`config.mk`:
```
export PLATFORM = sky130hd
export DESIGN_NAME = swm_top
export DESIGN_NICKNAME = d
export VERILOG_FILES = /design/src/inc/swm_pkg.sv /design/src/hw/swm_tick_gen.sv /design/src/hw/swm_top.sv
export SDC_FILE = /design/constraint.sdc
export NUM_CORES = 1
export LEC_CHECK = 0
export BUFFER_PORTS_ARGS = -buffer_cell sky130_fd_sc_hd__buf_2
export CAP_MARGIN = 5
export CORE_UTILIZATION = 30
export CTS_BUF_LIST = sky130_fd_sc_hd__clkbuf_8 sky130_fd_sc_hd__clkbuf_16
export CTS_CLUSTER_SIZE = 25
export DETAILED_ROUTE_END_ITERATION = 8
export PLACE_DENSITY = 0.42
export SLEW_MARGIN = 40
export SYNTH_ARGS = -nofsm -noshare
export SYNTH_HDL_FRONTEND = slang
export SYNTH_SLANG_ARGS = --single-unit
export TNS_END_PERCENT = 1
```
`constraint.sdc`:
```
create_clock -name clk -period 3.86 [get_ports clk]
set_clock_uncertainty 0.05 [all_clocks]
set_input_delay 0.386 -clock clk [delete_from_list [all_inputs] [get_ports clk]]
set_output_delay 0.386 -clock clk [all_outputs]
set_load 0.02 [all_outputs]
```
`src/inc/swm_pkg.sv`:
```
package swm_pkg;

    // ======================================================================
    // Window placement and register offsets
    // ======================================================================
    localparam logic [15:0] WINDOW_OFFSET    = 16'h0060;
    localparam int          WINDOW_BYTES     = 32;
    localparam logic [4:0]  OFF_RELOAD       = 5'h00;
    localparam logic [4:0]  OFF_INIT_VALUE   = 5'h01;
    localparam logic [4:0]  OFF_MBOX_IN      = 5'h02;
    localparam logic [4:0]  OFF_MBOX_OUT     = 5'h03;
    localparam logic [4:0]  OFF_STATUS_ONE   = 5'h04;
    localparam logic [4:0]  OFF_STATUS_TWO   = 5'h06;
    localparam logic [4:0]  OFF_CONTROL_ONE  = 5'h08;
    localparam logic [4:0]  OFF_CONTROL_TWO  = 5'h0a;
    localparam logic [4:0]  OFF_MESSAGE      = 5'h0c;
    localparam logic [4:0]  OFF_WD_STATUS    = 5'h0e;
    localparam logic [4:0]  OFF_SW_IRQ       = 5'h10;

    // ======================================================================
    // Reset values and field positions
    // ======================================================================
    localparam logic [5:0]  RST_COUNT        = 6'h00;
    localparam logic [5:0]  RST_INIT_VALUE   = 6'h04;
    localparam logic [5:0]  MIN_INIT_VALUE   = 6'h04;
    localparam logic [7:0]  RST_BYTE         = 8'h00;
    localparam int          BIT_TIMEOUT_FLAG = 3;
    localparam int          BIT_OS_FLAG      = 1;
    localparam int          BIT_REPLY_FLAG   = 2;
    localparam int          SEL_LSB          = 0;

    // Interrupt-select codes for the outbound mailbox.
    typedef enum logic [1:0] {
        SEL_IRQ  = 2'b00,
        SEL_SCI  = 2'b01,
        SEL_MGMT = 2'b10,
        SEL_NONE = 2'b11
    } swm_sel_type;

    // ======================================================================
    // Timing
    // ======================================================================
    localparam int          TICK_PERIOD_MS   = 600;
    localparam int          CLK_HZ           = 20_000_000;
    localparam int          TICK_CYCLES      =
        (CLK_HZ / 1000) * TICK_PERIOD_MS;

endpackage

```
`src/hw/swm_tick_gen.sv`:
```
`timescale 1ns/100ps
module swm_tick_gen
    import swm_pkg::*;
#(
    parameter int TICK_CYCLES_P = TICK_CYCLES
) (
    // Clock and reset
    input  wire logic clk,
    input  wire logic rst,
    // Restart of the tick phase
    input  wire logic restart,
    // One-cycle tick
    output logic      tick
);

    logic [31:0] count;

    // ======================================================================
    // Divider
    // ======================================================================
    // Restarting the phase on reload makes every period a full tick long.
    always_ff @(posedge clk) begin
        if (rst || restart) begin
            count <= 32'h0000_0000;
            tick  <= 1'b0;
        end else if (count == 32'(TICK_CYCLES_P - 1)) begin
            count <= 32'h0000_0000;
            tick  <= 1'b1;
        end else begin
            count <= count + 32'h0000_0001;
            tick  <= 1'b0;
        end
    end

endmodule

```
`src/hw/swm_top.sv`:
```
`timescale 1ns/100ps
module swm_top
    import swm_pkg::*;
#(
    parameter int TICK_CYCLES_P = TICK_CYCLES
) (
    // Clock and reset
    input  wire logic        clk,
    input  wire logic        rst,
    // Window placement
    input  wire logic [15:0] power_mgmt_base,
    // I/O access port
    input  wire logic [15:0] io_addr,
    input  wire logic        io_wr,
    input  wire logic        io_rd,
    input  wire logic [7:0]  io_wdata,
    output logic [7:0]       io_rdata,
    output logic             io_hit,
    // Events
    output logic             system_management_interrupt,
    output logic             sci_pulse,
    output logic             irq_pulse,
    output logic             timeout_pulse
);

    // ======================================================================
    // Decode
    // ======================================================================
    logic [15:0] watchdog_window_base;
    logic [4:0]  offs;
    logic [15:0] rel_addr;
    logic        wr_hit;
    logic        rd_hit;
    logic        tick;
    logic        reload_wr;

    function automatic logic in_window(input logic [15:0] a,
                                       input logic [15:0] b);
        logic [15:0] d;
        d = a - b;
        return d < 16'(WINDOW_BYTES);
    endfunction

    function automatic logic wr_at(input logic       w,
                                   input logic [4:0] o,
                                   input logic [4:0] r);
        return w && (o == r);
    endfunction

    assign watchdog_window_base = power_mgmt_base + WINDOW_OFFSET;
    // The window base need not be 32-byte aligned, so the offset is taken
    // from the distance to the base and not from the low address bits.
    assign rel_addr = io_addr - watchdog_window_base;
    assign offs     = rel_addr[4:0];
    assign wr_hit = io_wr && in_window(io_addr, watchdog_window_base);
    assign rd_hit = io_rd && in_window(io_addr, watchdog_window_base);
    assign reload_wr = wr_at(wr_hit, offs, OFF_RELOAD);

    // ======================================================================
    // Storage
    // ======================================================================
    logic [5:0]  count;
    logic [5:0]  init_value;
    logic [7:0]  os_to_handler_mailbox;
    logic [7:0]  handler_to_os_mailbox;
    logic [15:0] mgmt_status_one;
    logic [15:0] mgmt_status_two;
    logic [15:0] mgmt_control_one;
    logic [15:0] mgmt_control_two;
    logic [15:0] boot_progress_message;
    logic [7:0]  watchdog_status_byte;
    logic [7:0]  software_irq_generate;
    logic        expire;
    logic        mbox_in_wr;
    logic        mbox_out_wr;
    swm_sel_type interrupt_select_setting;

    assign mbox_in_wr  = wr_at(wr_hit, offs, OFF_MBOX_IN);
    assign mbox_out_wr = wr_at(wr_hit, offs, OFF_MBOX_OUT);
    assign expire      = tick && (count == RST_COUNT) && !reload_wr;
    assign interrupt_select_setting =
        swm_sel_type'(mgmt_control_two[SEL_LSB +: 2]);

    swm_tick_gen #(
        .TICK_CYCLES_P (TICK_CYCLES_P)
    ) swm_tick_gen_i (
        .clk     (clk),
        .rst     (rst),
        .restart (reload_wr),
        .tick    (tick)
    );

    // ======================================================================
    // Watchdog countdown
    // ======================================================================
    // A write of 0 to 3 keeps the previous start value, so the shortest period
    // after a reload or an expiry can never fall below five ticks.
    always_ff @(posedge clk) begin
        if (rst) begin
            init_value <= RST_INIT_VALUE;
        end else if (wr_at(wr_hit, offs, OFF_INIT_VALUE) &&
                     io_wdata[5:0] >= MIN_INIT_VALUE) begin
            init_value <= io_wdata[5:0];
        end
    end

    always_ff @(posedge clk) begin
        if (rst) begin
            count <= RST_COUNT;
        end else if (reload_wr) begin
            count <= init_value;
        end else if (expire) begin
            count <= init_value;
        end else if (tick) begin
            count <= count - 6'h01;
        end
    end

    always_ff @(posedge clk) begin
        if (rst) begin
            timeout_pulse <= 1'b0;
        end else begin
            timeout_pulse <= expire;
        end
    end

    // ======================================================================
    // Mailboxes
    // ======================================================================
    always_ff @(posedge clk) begin
        if (rst) begin
            os_to_handler_mailbox <= RST_BYTE;
        end else if (mbox_in_wr) begin
            os_to_handler_mailbox <= io_wdata;
        end
    end

    always_ff @(posedge clk) begin
        if (rst) begin
            handler_to_os_mailbox <= RST_BYTE;
        end else if (mbox_out_wr) begin
            handler_to_os_mailbox <= io_wdata;
        end
    end

    // An inbound write and an outbound write with SEL_MGMT never fall in one
    // cycle; the shared output simply ORs the two requests into one pulse.
    always_ff @(posedge clk) begin
        if (rst) begin
            system_management_interrupt <= 1'b0;
            sci_pulse                   <= 1'b0;
            irq_pulse                   <= 1'b0;
        end else begin
            system_management_interrupt <= mbox_in_wr ||
                (mbox_out_wr &&
                 interrupt_select_setting == SEL_MGMT);
            sci_pulse <= mbox_out_wr &&
                interrupt_select_setting == SEL_SCI;
            irq_pulse <= mbox_out_wr &&
                interrupt_select_setting == SEL_IRQ;
        end
    end

    // ======================================================================
    // Status: write one to clear, a setting event wins over the clear
    // ======================================================================
    logic [15:0] next_status_one;
    logic [15:0] clr_mask;
    logic [15:0] set_mask;

    always_comb begin
        clr_mask = 16'h0000;
        set_mask = 16'h0000;
        if (wr_at(wr_hit, offs, OFF_STATUS_ONE)) begin
            clr_mask[7:0] = io_wdata;
        end
        if (wr_at(wr_hit, offs, OFF_STATUS_ONE + 5'h01)) begin
            clr_mask[15:8] = io_wdata;
        end
        set_mask[BIT_OS_FLAG]      = mbox_in_wr;
        set_mask[BIT_REPLY_FLAG]   = mbox_out_wr;
        set_mask[BIT_TIMEOUT_FLAG] = expire;
        next_status_one = (mgmt_status_one & ~clr_mask) | set_mask;
    end

    always_ff @(posedge clk) begin
        if (rst) begin
            mgmt_status_one <= 16'h0000;
        end else begin
            mgmt_status_one <= next_status_one;
        end
    end

    // ======================================================================
    // Plain storage registers
    // ======================================================================
    function automatic logic [15:0] wr16(input logic [15:0] cur,
                                         input logic [4:0]  base,
                                         input logic [4:0]  o,
                                         input logic        w,
                                         input logic [7:0]  d);
        logic [15:0] r;
        r = cur;
        if (w && o == base) begin
            r[7:0] = d;
        end
        if (w && o == base + 5'h01) begin
            r[15:8] = d;
        end
        return r;
    endfunction

    always_ff @(posedge clk) begin
        if (rst) begin
            mgmt_status_two       <= 16'h0000;
            mgmt_control_one      <= 16'h0000;
            mgmt_control_two      <= 16'h0000;
            boot_progress_message <= 16'h0000;
        end else begin
            mgmt_status_two <= wr16(mgmt_status_two, OFF_STATUS_TWO,
                                    offs, wr_hit, io_wdata);
            mgmt_control_one <= wr16(mgmt_control_one, OFF_CONTROL_ONE,
                                     offs, wr_hit, io_wdata);
            mgmt_control_two <= wr16(mgmt_control_two, OFF_CONTROL_TWO,
                                     offs, wr_hit, io_wdata);
            boot_progress_message <= wr16(boot_progress_message,
                                          OFF_MESSAGE, offs, wr_hit,
                                          io_wdata);
        end
    end

    always_ff @(posedge clk) begin
        if (rst) begin
            watchdog_status_byte  <= RST_BYTE;
            software_irq_generate <= RST_BYTE;
        end else begin
            if (wr_at(wr_hit, offs, OFF_WD_STATUS)) begin
                watchdog_status_byte <= io_wdata;
            end
            if (wr_at(wr_hit, offs, OFF_SW_IRQ)) begin
                software_irq_generate <= io_wdata;
            end
        end
    end

    // ======================================================================
    // Read path
    // ======================================================================
    logic [7:0] next_rdata;

    always_comb begin
        unique case (offs)
            OFF_RELOAD:            next_rdata = {2'b00, count};
            OFF_INIT_VALUE:        next_rdata = {2'b00, init_value};
            OFF_MBOX_IN:           next_rdata = os_to_handler_mailbox;
            OFF_MBOX_OUT:          next_rdata = handler_to_os_mailbox;
            OFF_STATUS_ONE:        next_rdata = mgmt_status_one[7:0];
            OFF_STATUS_ONE + 5'h1: next_rdata = mgmt_status_one[15:8];
            OFF_STATUS_TWO:        next_rdata = mgmt_status_two[7:0];
            OFF_STATUS_TWO + 5'h1: next_rdata = mgmt_status_two[15:8];
            OFF_CONTROL_ONE:       next_rdata = mgmt_control_one[7:0];
            OFF_CONTROL_ONE + 5'h1: next_rdata = mgmt_control_one[15:8];
            OFF_CONTROL_TWO:       next_rdata = mgmt_control_two[7:0];
            OFF_CONTROL_TWO + 5'h1: next_rdata = mgmt_control_two[15:8];
            OFF_MESSAGE:           next_rdata = boot_progress_message[7:0];
            OFF_MESSAGE + 5'h1:    next_rdata = boot_progress_message[15:8];
            OFF_WD_STATUS:         next_rdata = watchdog_status_byte;
            OFF_SW_IRQ:            next_rdata = software_irq_generate;
            default:               next_rdata = 8'h00;
        endcase
    end

    always_ff @(posedge clk) begin
        if (rst) begin
            io_rdata <= 8'h00;
            io_hit   <= 1'b0;
        end else begin
            io_rdata <= rd_hit ? next_rdata : 8'h00;
            io_hit   <= rd_hit || wr_hit;
        end
    end

endmodule

```
# Word-level counts from Yosys, hierarchy flattened
# Cells that the tools add are included.
# totals
elab_cells	92
reg_bits	170
output_inout_bits	13
in_bits	44
# op_classes
muxes	7
reduce_logical	34
n_eq_ne	18
order_cmp	2
addsub	4
n_bitwise	4
# ops
cell	count
8-bit one-hot mux with 16 select lines	1
5-bit by 4-bit equality test with 1-bit output (second input constant)	7
32-bit by 1-bit adder with 32-bit output (second input constant)	1
32-bit by 24-bit equality test with 1-bit output (second input constant)	1
1-bit logical AND	24
5-bit by 3-bit equality test with 1-bit output (second input constant)	4
6-bit two-way mux	3
16-bit by 7-bit adder with 16-bit output (second input constant)	1
16-bit bitwise AND	1
16-bit by 6-bit < comparator with 1-bit output (second input constant)	1
8-bit two-way mux	2
16-bit NOT	1
16-bit by 4-bit OR with 16-bit output	1
16-bit subtractor	1
5-bit by 2-bit equality test with 1-bit output (second input constant)	2
6-bit by 3-bit greater-or-equal comparator with 1-bit output (second input constant)	1
6-bit zero test	1
6-bit by 1-bit subtractor with 6-bit output (second input constant)	1
5-bit by 1-bit equality test with 1-bit output (second input constant)	1
5-bit equality test (second input constant)	1
5-bit zero test	1
2-bit OR reduction	2
1-bit logical OR	3
3-bit nonzero test	1
6 further kinds	6

# Logic depth before layout (Yosys ltp)
# Gate-level depths: netlist (run 1).
# logic_depth
ltp_word	9
mapped_depth	16
ltp_nobuf	14

# Hierarchy
# From an unflattened synthesis (run 1), not the netlist that was laid out.
# unflattened
cells_unflattened	1109
area_unflattened_um2	8946.1
# modules_own_cells
mod	area_each_um2	seq_area_each_um2	n_inst	cells_per_inst
swm_top	7317.0	2742.6	1	922
swm_tick_gen	1629.1	660.6	1	187

# Worst setup path before layout (run 1)
# OpenSTA, ideal clock, no wires.
# synth_timing
path_kind	input -> register
from	in power_mgmt_base[1]
to	reg swm_tick_gen_i.count[27]
path_buffers	2
required_time_ns	3.695
stages	15
t_arrival_ns	3.122
setup_time_ns	0.115
setup_slack_ns	0.573
cell_sequence	inv_1 ha_1 ha_1 inv_1 fa_1 nand2b_1 a21oi_1 mux2i_1 o2111ai_1 or4_1 nand4bb_1 buf_4 nand3_2 buf_6 nor2_1
# synth_between
elab_chain_len	7
elab_cells_between_ends	8
# synth_lines
element	line	text
start: declaration	swm_top.sv:11	input wire logic [15:0] power_mgmt_base,
16-bit by 7-bit adder with 16-bit output (*)	swm_top.sv:50	assign watchdog_window_base = power_mgmt_base + WINDOW_OFFSET;
16-bit subtractor (*)	swm_top.sv:40	d = a - b;
16-bit by 6-bit < comparator with 1-bit output	swm_top.sv:41	return d < 16'(WINDOW_BYTES);
1-bit logical AND	swm_top.sv:55	assign wr_hit = io_wr && in_window(io_addr, watchdog_window_base);
1-bit logical AND (*)	swm_top.sv:47	return w && (o == r);
1-bit logical OR (*)	swm_tick_gen.sv:23	if (rst || restart) begin
2-bit OR reduction (no source line) (*)	--	
end signal: assignment	swm_tick_gen.sv:30	count <= count + 32'h0000_0001;
end: declaration	swm_tick_gen.sv:16	logic [31:0] count;
# Every way passes the cells marked *; elsewhere a longest branch is shown, timed or not.
# A chain may end at the register's enable or synchronous reset.

# Final worst setup path (run 1)
# layout_timing
from	in power_mgmt_base[1]
to	reg swm_tick_gen_i.count[12]
# Same word-level chain as after synthesis.

==> results.ini, run 1 <==
[worst_setup_path]
cp_num_cells=15
critical-path-top-delay-family=simple AND/OR/NAND/NOR gates
crit_path_end_kind=flip-flop
critical_path.max_stage_delay_ps=560
path_cells=buf_2, inv_1, ha_1, ha_1, inv_1, fa_1, buf_4, xor2_2, nand2_1, nor3_2, nand4_1, nand4bb_1, nand3_2, buf_12, nor2_1
setup.worst_path.start=power_mgmt_base[1]
rrSetupSlack_ps=1540
reg2regPathDepth=10
r2r-end=swm_tick_gen_i.count[30]$_SDFF_PP0_
setup.worst_path.class=input pin to flip-flop
cp_data_arrival_time_ps=3590
critical_path.endpoint=swm_tick_gen_i.count[12]$_SDFF_PP0_
data_required_time_of_the_critical_path_ps=4130
crit-reg2reg-launch=swm_tick_gen_i.count[0]$_SDFF_PP0_
slowest_stage=sky130_fd_sc_hd__xor2_2
critical_path.startpoint_type=input pin
critical_path.max_fanout=25
critical_path_buf_inv_count=5

[placement]
post-dp-hpwl_um=18900
place.gp.congestion=0.795
placed_cells_incl_taps=1477
io_buffers=56
dp_worst_setup_slack_ps=80.0
dpl-instance-area_um2=9650

[finish]
diodes=0
final-instance-count-excl-fill=1509
final_cell_area_um2=10200
design.final.nets=1188
most-common-layout-cells=170 x sky130_fd_sc_hd__dfxtp_1, 142 x sky130_fd_sc_hd__nand3_1, 118 x sky130_fd_sc_hd__a21oi_1
multi_input_area_um2=4860
final_layout_size_suffix_gt1_frac=0.156
seqCellArea_um2=3400
layout_commonest_cell=sky130_fd_sc_hd__dfxtp_1
syn2layout_area_growth_pct=16.0
n_fill_cell=3006

[logic_synthesis]
syn-mean-instance-area_um2=8.28
synth_sequential_area_ratio=0.386
post_synth_num_cell_types=79
synth.net_count=1140
netlist_area_um2=8810
share_of_synthesized_registers_carrying_an_async_set_or_reset=0
synth_ff_type=sky130_fd_sc_hd__dfxtp_1
synth_edf_count=0
synthesis.instances=1064
postSynthRegisterBits=170
ys.warnings.count=0

[timing]
rsz0062_at_grt=false
number_of_endpoints_with_negative_hold_slack_in_the_final_report=0
final_max_slew_violation_count=0
setup_total_negative_slack_ps=0
layout_setup_ws_ps=533
timing.final.crit_period_ps=3330
period_share=0.862
tightest_pin_transition_ps=875
maxSlewHeadroom=0.416
timing.fmax_mhz=301
report.final.setup_viol=0

[detailed_routing]
detail_route.wirelength_um=28600
number_of_drc_violations_after_detailed_routing=0
avgRoutedWirePerCell_um=18.9
number_of_vias_after_detailed_routing=8070
drt-initial-drc-count=673
dr_vias_cell=5.35
dr.pass1.iters=6
post_drt_antenna_nets=0

[worst_hold_path]
timing.hold.worst.class=input pin to flip-flop

[global_routing]
grt-ovfl-total=0
global_route_wire_length_before_repair_um=44600
number_of_global_route_vias_before_repair=7713
largest_net_degree_at_the_start_of_global_routing=105
global_route.usage.total=0.189
grt_antenna_before_repair=0

[floorplan]
design.die.area_um2=30100
die_w_um=173
boundaryPins=57
initial_utilization=0.306
row_count=62
placeableCoreArea_um2=28800
die_h_um=173

[clocking]
cts_hold_repair.buffers=0
cts_post_setup_buffers_inserted=0
clock_tree.root_cell=sky130_fd_sc_hd__clkbuf_16
htreeDepth=4
number_of_buffers_added_by_the_clock_tree_synthesis_step=17
clock_tree_from_tritoncts=built
clock_tree.buffer_depth=2
cts.sink_count=170
worstSkewPairLatency_ps=430
clock_transition_at_the_registers_of_the_reported_paths_ps=70
cts.repair.resized=0

[power]
power_density_nw_per_um2=405
vdd_drop_max_uv=286
finalPower_w=0.00414
p_leak_nw=3.65

[flow_run]
drv_cap=0

[status]
status=complete, no violations

==> where the power goes <==
part | switching (W) | leakage (nW) | internal (W) | total [W]
Sequential | 0.00000202 | 1.37 | 0.00175 | 0.00176
Clock | 0.000838 | 0.286 | 0.000867 | 0.00171
Combinational | 0.000460 | 2.00 | 0.000216 | 0.000676
==> synth_stat cells, types with 14 or more instances <==
library cell	number	area, um2
sky130_fd_sc_hd__dfxtp_1	170	3400
sky130_fd_sc_hd__nand3_1	142	711
sky130_fd_sc_hd__a21oi_1	118	591
sky130_fd_sc_hd__o21ai_0	112	561
sky130_fd_sc_hd__nor2_1	55	206
sky130_fd_sc_hd__inv_1	49	184
sky130_fd_sc_hd__nand2_1	49	184
sky130_fd_sc_hd__ha_1	31	388
sky130_fd_sc_hd__clkbuf_1	29	109
sky130_fd_sc_hd__a22oi_1	27	203
sky130_fd_sc_hd__nand4_1	22	138
sky130_fd_sc_hd__and3_1	19	119
sky130_fd_sc_hd__buf_2	19	95.1
sky130_fd_sc_hd__nor3_1	18	90.1
sky130_fd_sc_hd__xor2_1	17	149
sky130_fd_sc_hd__xnor2_1	15	131
sky130_fd_sc_hd__a222oi_1	14	140
==> worst reg2reg max path, stage by stage, from the launching register on <==
cell	delay [ps]
sky130_fd_sc_hd__dfxtp_1	360
sky130_fd_sc_hd__ha_1	210
sky130_fd_sc_hd__nand2_1	110
sky130_fd_sc_hd__nor4_1	280
sky130_fd_sc_hd__buf_4	180
sky130_fd_sc_hd__nand2_1	90
sky130_fd_sc_hd__nor3_1	410
sky130_fd_sc_hd__nand4_1	210
sky130_fd_sc_hd__nor2_1	150
sky130_fd_sc_hd__xnor2_1	130
sky130_fd_sc_hd__nor2_1	50
==> per-layer routing <==
layer / up-vias / wire length [um] / share of wire / GRT usage
li1: 3982 / - / - / -
met1: 3864 / 13800 / 0.48 / 0.263
met2: 190 / 12900 / 0.45 / 0.299
met4: 0 / 654 / 0.023 / 0.0653
met3: 34 / 1210 / 0.042 / 0.0248
met5: - / 0 / 0 / 0
==> how the worst min path moves through the flow <==
stage,from,endpoint,slack [ps],cells after the start
2_1_floorplan,swm_tick_gen_i.count[0]$_SDFF_PP0_,swm_tick_gen_i.count[0]$_SDFF_PP0_,370,1
6_report,io_rd,io_hit$_SDFF_PP0_,200,3
3_5_place_dp,swm_tick_gen_i.count[0]$_SDFF_PP0_,swm_tick_gen_i.count[0]$_SDFF_PP0_,390,1
4_1_cts,io_rd,io_hit$_SDFF_PP0_,180,3
3_3_place_gp,swm_tick_gen_i.count[0]$_SDFF_PP0_,swm_tick_gen_i.count[0]$_SDFF_PP0_,390,1
5_1_grt,io_rd,io_hit$_SDFF_PP0_,230,3
==> cells by family after synthesis <==
| kind of cell | Yosys count | synth area share |
|---|---|---|
| simple gates | 373 | 0.227 |
| compound gates | 326 | 0.225 |
| flops | 170 | 0.386 |
| buf+inv | 124 | 0.0710 |
| xor+xnor | 35 | 0.0381 |
| fa+ha+maj | 32 | 0.0463 |
| mux | 4 | 0.00625 |
==> through the flow <==
stage | utilization | hold slack (ps)
final | 0.355 | 196
after global routing | 0.355 | 227
after global placement | 0.335 | 390
after detailed placement | 0.335 | 391
after CTS | 0.355 | 185
after floorplan | - | 367
==> registers in the layout (all words and copies together), names as in the netlist, 8 cells and up <==
register / count
mgmt_control_two: 16
handler_to_os_mailbox: 8
mgmt_status_one: 16
boot_progress_message: 16
os_to_handler_mailbox: 8
swm_tick_gen_i.count: 32
watchdog_status_byte: 8
io_rdata: 8
mgmt_control_one: 16
mgmt_status_two: 16
software_irq_generate: 8
==> layout make-up <==
cell class              count  share of cell area
repair buffers            104              0.0702
inverters                  49              0.0180
flip-flops and latches    170               0.333
clock inverters            15              0.0149
clock buffers              17              0.0416
multi-input cells         770               0.475
well taps                 384              0.0470
Power figures use the tool's default switching activity.
==> run 2: changes to the inputs <==
--- a/config.mk
+++ b/config.mk
@@ -5,6 +5,7 @@
 export SDC_FILE = /design/constraint.sdc
 export NUM_CORES = 1
 export LEC_CHECK = 0
+export ABC_AREA = 1
 export BUFFER_PORTS_ARGS = -buffer_cell sky130_fd_sc_hd__buf_2
 export CAP_MARGIN = 5
 export CORE_UTILIZATION = 30
@@ -12,6 +13,7 @@
 export CTS_CLUSTER_SIZE = 25
 export DETAILED_ROUTE_END_ITERATION = 8
 export PLACE_DENSITY = 0.42
+export SETUP_SLACK_MARGIN = 0.05
 export SLEW_MARGIN = 40
 export SYNTH_ARGS = -nofsm -noshare
 export SYNTH_HDL_FRONTEND = slang
==> run 2 against run 1 <==
Sequential power barely moved. Critical path depth rose by 4. Worst setup slack improved by 170 ps. Final cell count rose by 17%. Wire length fell by 4.4%. Core utilization rose by 0.44 points. Clock power rose by 3%. First-iteration DRC count fell by 20%. Area after synthesis fell by 1.7%.
==> results.ini, run 2 <==
[status]
status=complete, no violations

[power]
p_int_w=0.00278  ; -2.1%
sw_frac_of_total=0.306  ; -0.00790
clkPwrFrac=0.441  ; +0.029
power_density_nw_per_um2=396  ; -2.0%
p_leak_nw=4.18  ; +14%
comb_power_share=0.121  ; -0.042
vdd_drop_max_uv=261  ; -8.7%
seq_power_share=0.439  ; +0.014
power.switching_w=0.00123  ; -5.7%

[logic_synthesis]
synth_edf_count=0  ; unchanged
post_synth_num_cell_types=38  ; -52%
post_synth_main_area_contributors=sky130_fd_sc_hd__dfxtp_1 39%, sky130_fd_sc_hd__nand2_1 21%, sky130_fd_sc_hd__a21oi_1 8.1%
post_synth_most_frequent_cells=491 x sky130_fd_sc_hd__nand2_1, 170 x sky130_fd_sc_hd__dfxtp_1, 153 x sky130_fd_sc_hd__inv_1
synth_sequential_area_ratio=0.393  ; +0.00664
post-synth-top-count-cell=sky130_fd_sc_hd__nand2_1
share_of_synthesized_registers_carrying_an_async_set_or_reset=0  ; unchanged
postSynthRegisterBits=170  ; unchanged
ys.warnings.count=0  ; unchanged
synth_largest_area_cell=sky130_fd_sc_hd__dfxtp_1
yosysTopAreaCellShare=0.393  ; +0.00664
synth_ff_type=sky130_fd_sc_hd__dfxtp_1
synthesis.instances=1312  ; +23%
syn-mean-instance-area_um2=6.60  ; -20%
netlist_area_um2=8660  ; -1.7%
synth.net_count=1388  ; +22%

[clocking]
worstSkewPairLatency_ps=440  ; about the same
clock_tree.root_cell=sky130_fd_sc_hd__clkbuf_16
cts.sink_count=170  ; unchanged
clock_tree.buffer_depth=2  ; unchanged
cts_post_setup_buffers_inserted=0  ; unchanged
clock_tree_from_tritoncts=built
clock_transition_at_the_registers_of_the_reported_paths_ps=80  ; about the same
cts.repair.resized=0  ; unchanged
cts_hold_repair.buffers=0  ; unchanged
number_of_buffers_added_by_the_clock_tree_synthesis_step=17  ; unchanged
htreeDepth=4  ; unchanged

[global_routing]
global_route.usage.total=0.192  ; +0.00327
grt-ovfl-total=0  ; unchanged
largest_net_degree_at_the_start_of_global_routing=80  ; -24%
number_of_global_route_vias_before_repair=7846  ; +1.7%
grt_antenna_before_repair=1  ; +1
global_route_wire_length_before_repair_um=43300  ; -2.8%

[floorplan]
die_h_um=172  ; -0.84%
boundaryPins=57  ; unchanged
initial_utilization=0.308  ; +0.00225
design.die.area_um2=29600  ; -1.7%
die_w_um=172  ; -0.84%
placeableCoreArea_um2=28100  ; -2.4%
row_count=61  ; -1.6%

[timing]
final_max_slew_violation_count=0  ; unchanged
timing.fmax_mhz=317  ; +5.4%
report.final.setup_viol=0  ; unchanged
timing.final.crit_period_ps=3160  ; -170 ps
period_share=0.818  ; -0.0440
setup_total_negative_slack_ps=0  ; unchanged
maxSlewHeadroom=0.560  ; +0.144
number_of_endpoints_with_negative_hold_slack_in_the_final_report=0  ; unchanged
tightest_pin_transition_ps=660  ; -215 ps
rsz0062_at_grt=false

[worst_setup_path]
critical_path.startpoint_type=input pin
rrSetupSlack_ps=1020  ; -520 ps
data_required_time_of_the_critical_path_ps=4170  ; +40 ps
crit_path_end_kind=flip-flop
critical_path.max_fanout=9  ; -64%
cp_data_arrival_time_ps=3470  ; -120 ps
crit-reg2reg-launch=swm_tick_gen_i.count[0]$_SDFF_PP0_
setup.worst_path.class=input pin to flip-flop
setup.worst_path.start=power_mgmt_base[1]

[detailed_routing]
number_of_drc_violations_after_detailed_routing=0  ; unchanged
drt-initial-drc-count=536  ; -20%
dr_vias_cell=4.68  ; -13%
number_of_vias_after_detailed_routing=8293  ; +2.8%
avgRoutedWirePerCell_um=15.4  ; -19%
post_drt_antenna_nets=0  ; unchanged
detail_route.wirelength_um=27300  ; -4.4%
dr.pass1.iters=5  ; -1

[worst_hold_path]
timing.hold.worst.class=input pin to flip-flop
hp-start=rst

[finish]
design.final.nets=1457  ; +23%
layout_commonest_cell=sky130_fd_sc_hd__nand2_1
largest_reg_flops=32  ; unchanged
final_layout_size_suffix_gt1_frac=0.0918  ; -0.0646
layout.core_utilization=0.360  ; +0.00440
registers.top_by_ff_count=swm_tick_gen_i.count
most-common-layout-cells=491 x sky130_fd_sc_hd__nand2_1, 170 x sky130_fd_sc_hd__dfxtp_1, 153 x sky130_fd_sc_hd__inv_1
syn2layout_area_growth_pct=16.6

[placement]
io_buffers=56  ; unchanged
place.gp.congestion=0.807  ; +1.5%
post-dp-hpwl_um=19200  ; +1.8%

[flow_run]
drv_cap=0  ; unchanged

[run 2: changes by cell type in the layout (fill, tap and decap cells not counted), moves of 17 or more]
cell / delta
sky130_fd_sc_hd__a21oi_1: +22
sky130_fd_sc_hd__a22oi_1: -27
sky130_fd_sc_hd__and3_1: -18
sky130_fd_sc_hd__buf_4: -17
sky130_fd_sc_hd__inv_1: +103
sky130_fd_sc_hd__nand2_1: +442
sky130_fd_sc_hd__nand3_1: -83
sky130_fd_sc_hd__nor2_1: +42
sky130_fd_sc_hd__o21ai_0: -107
[run 2: worst paths after layout]
path | end | cells after the start
hold reg to reg | mgmt_status_one[10]$_SDFF_PP0_ | 2
hold / removal | os_to_handler_mailbox[0]$_SDFFE_PP0P_ | 2
setup / recovery | mgmt_control_one[9]$_SDFFE_PP0P_ | 19
setup reg to reg | swm_tick_gen_i.count[28]$_SDFF_PP0_ | 10
[run 2: routing by layer]
metal  track usage  part of all wire
met4        0.0408            0.0077
met3        0.0249             0.035
met1         0.285              0.53
met2         0.294              0.43
met5             0                 0
[run 2: stage by stage]
| step | instance area (um2) | hold WS, ps | total power [W] | setup slack [ps] | instances |
|---|---|---|---|---|---|
| floorplan | 8660 | 371 | 0.00211 | 823 | 1312 |
| global placement | 9500 | 381 | 0.00228 | 287 | 1740 |
| detailed placement | 9500 | 381 | 0.00228 | 259 | 1740 |
| CTS | 10100 | 280 | 0.00405 | 691 | 1772 |
| global route | 10100 | 310 | 0.00419 | 386 | 1772 |
| finish | 10100 | 283 | 0.00400 | 703 | 1773 |
[run 2: worst max-delay path, cell delays in order]
cell,delay (ps)
sky130_fd_sc_hd__buf_2,70
sky130_fd_sc_hd__inv_1,30
sky130_fd_sc_hd__ha_1,270
sky130_fd_sc_hd__ha_1,210
sky130_fd_sc_hd__inv_1,70
sky130_fd_sc_hd__fa_1,400
sky130_fd_sc_hd__inv_1,110
sky130_fd_sc_hd__nand3_1,70
sky130_fd_sc_hd__nand2_1,120
sky130_fd_sc_hd__xnor2_1,120
sky130_fd_sc_hd__o21ai_0,100
sky130_fd_sc_hd__nor2_1,110
sky130_fd_sc_hd__nand2_1,50
sky130_fd_sc_hd__nor2_1,130
sky130_fd_sc_hd__and2_1,280
sky130_fd_sc_hd__nand2_2,220
sky130_fd_sc_hd__nor2_1,480
sky130_fd_sc_hd__nand2_1,100
sky130_fd_sc_hd__a21oi_1,140
[run 2: layout make-up]
class / instances / area [um2]
well taps: 378 / 473
clock buffers: 17 / 425
fillers: 3125 / 18000
clock inverters: 15 / 173
repair buffers: 83 / 502
diodes: 1 / 2.50
flip-flops and latches: 170 / 3400
multi-input cells: 951 / 4530
inverters: 158 / 593
[run 2: power groups by stage]
| stage | Sequential [W] | Combinational, W | Clock [W] |
|---|---|---|---|
| after floorplan | 0.00180 | 0.000309 | 0 |
| after global placement | 0.00180 | 0.000486 | 0 |
| after detailed placement | 0.00180 | 0.000484 | 0 |
| after CTS | 0.00176 | 0.000487 | 0.00180 |
| after global routing | 0.00176 | 0.000548 | 0.00188 |
| final | 0.00176 | 0.000483 | 0.00176 |
[run 2: logic make-up (layout without fill, tap and decap cells)]
| group | Yosys count | count (layout) | share of synthesized area |
|---|---|---|---|
| buffers and inverters | 191 | 273 | 0.0841 |
| adder cells (fa/ha/maj) | 32 | 32 | 0.0471 |
| AO/OA/AOI/OAI | 166 | 166 | 0.102 |
| AND/OR/NAND/NOR | 731 | 731 | 0.351 |
| flip-flops | 170 | 170 | 0.393 |
| other | 0 | 1 | 0 |
| XOR/XNOR | 22 | 22 | 0.0222 |
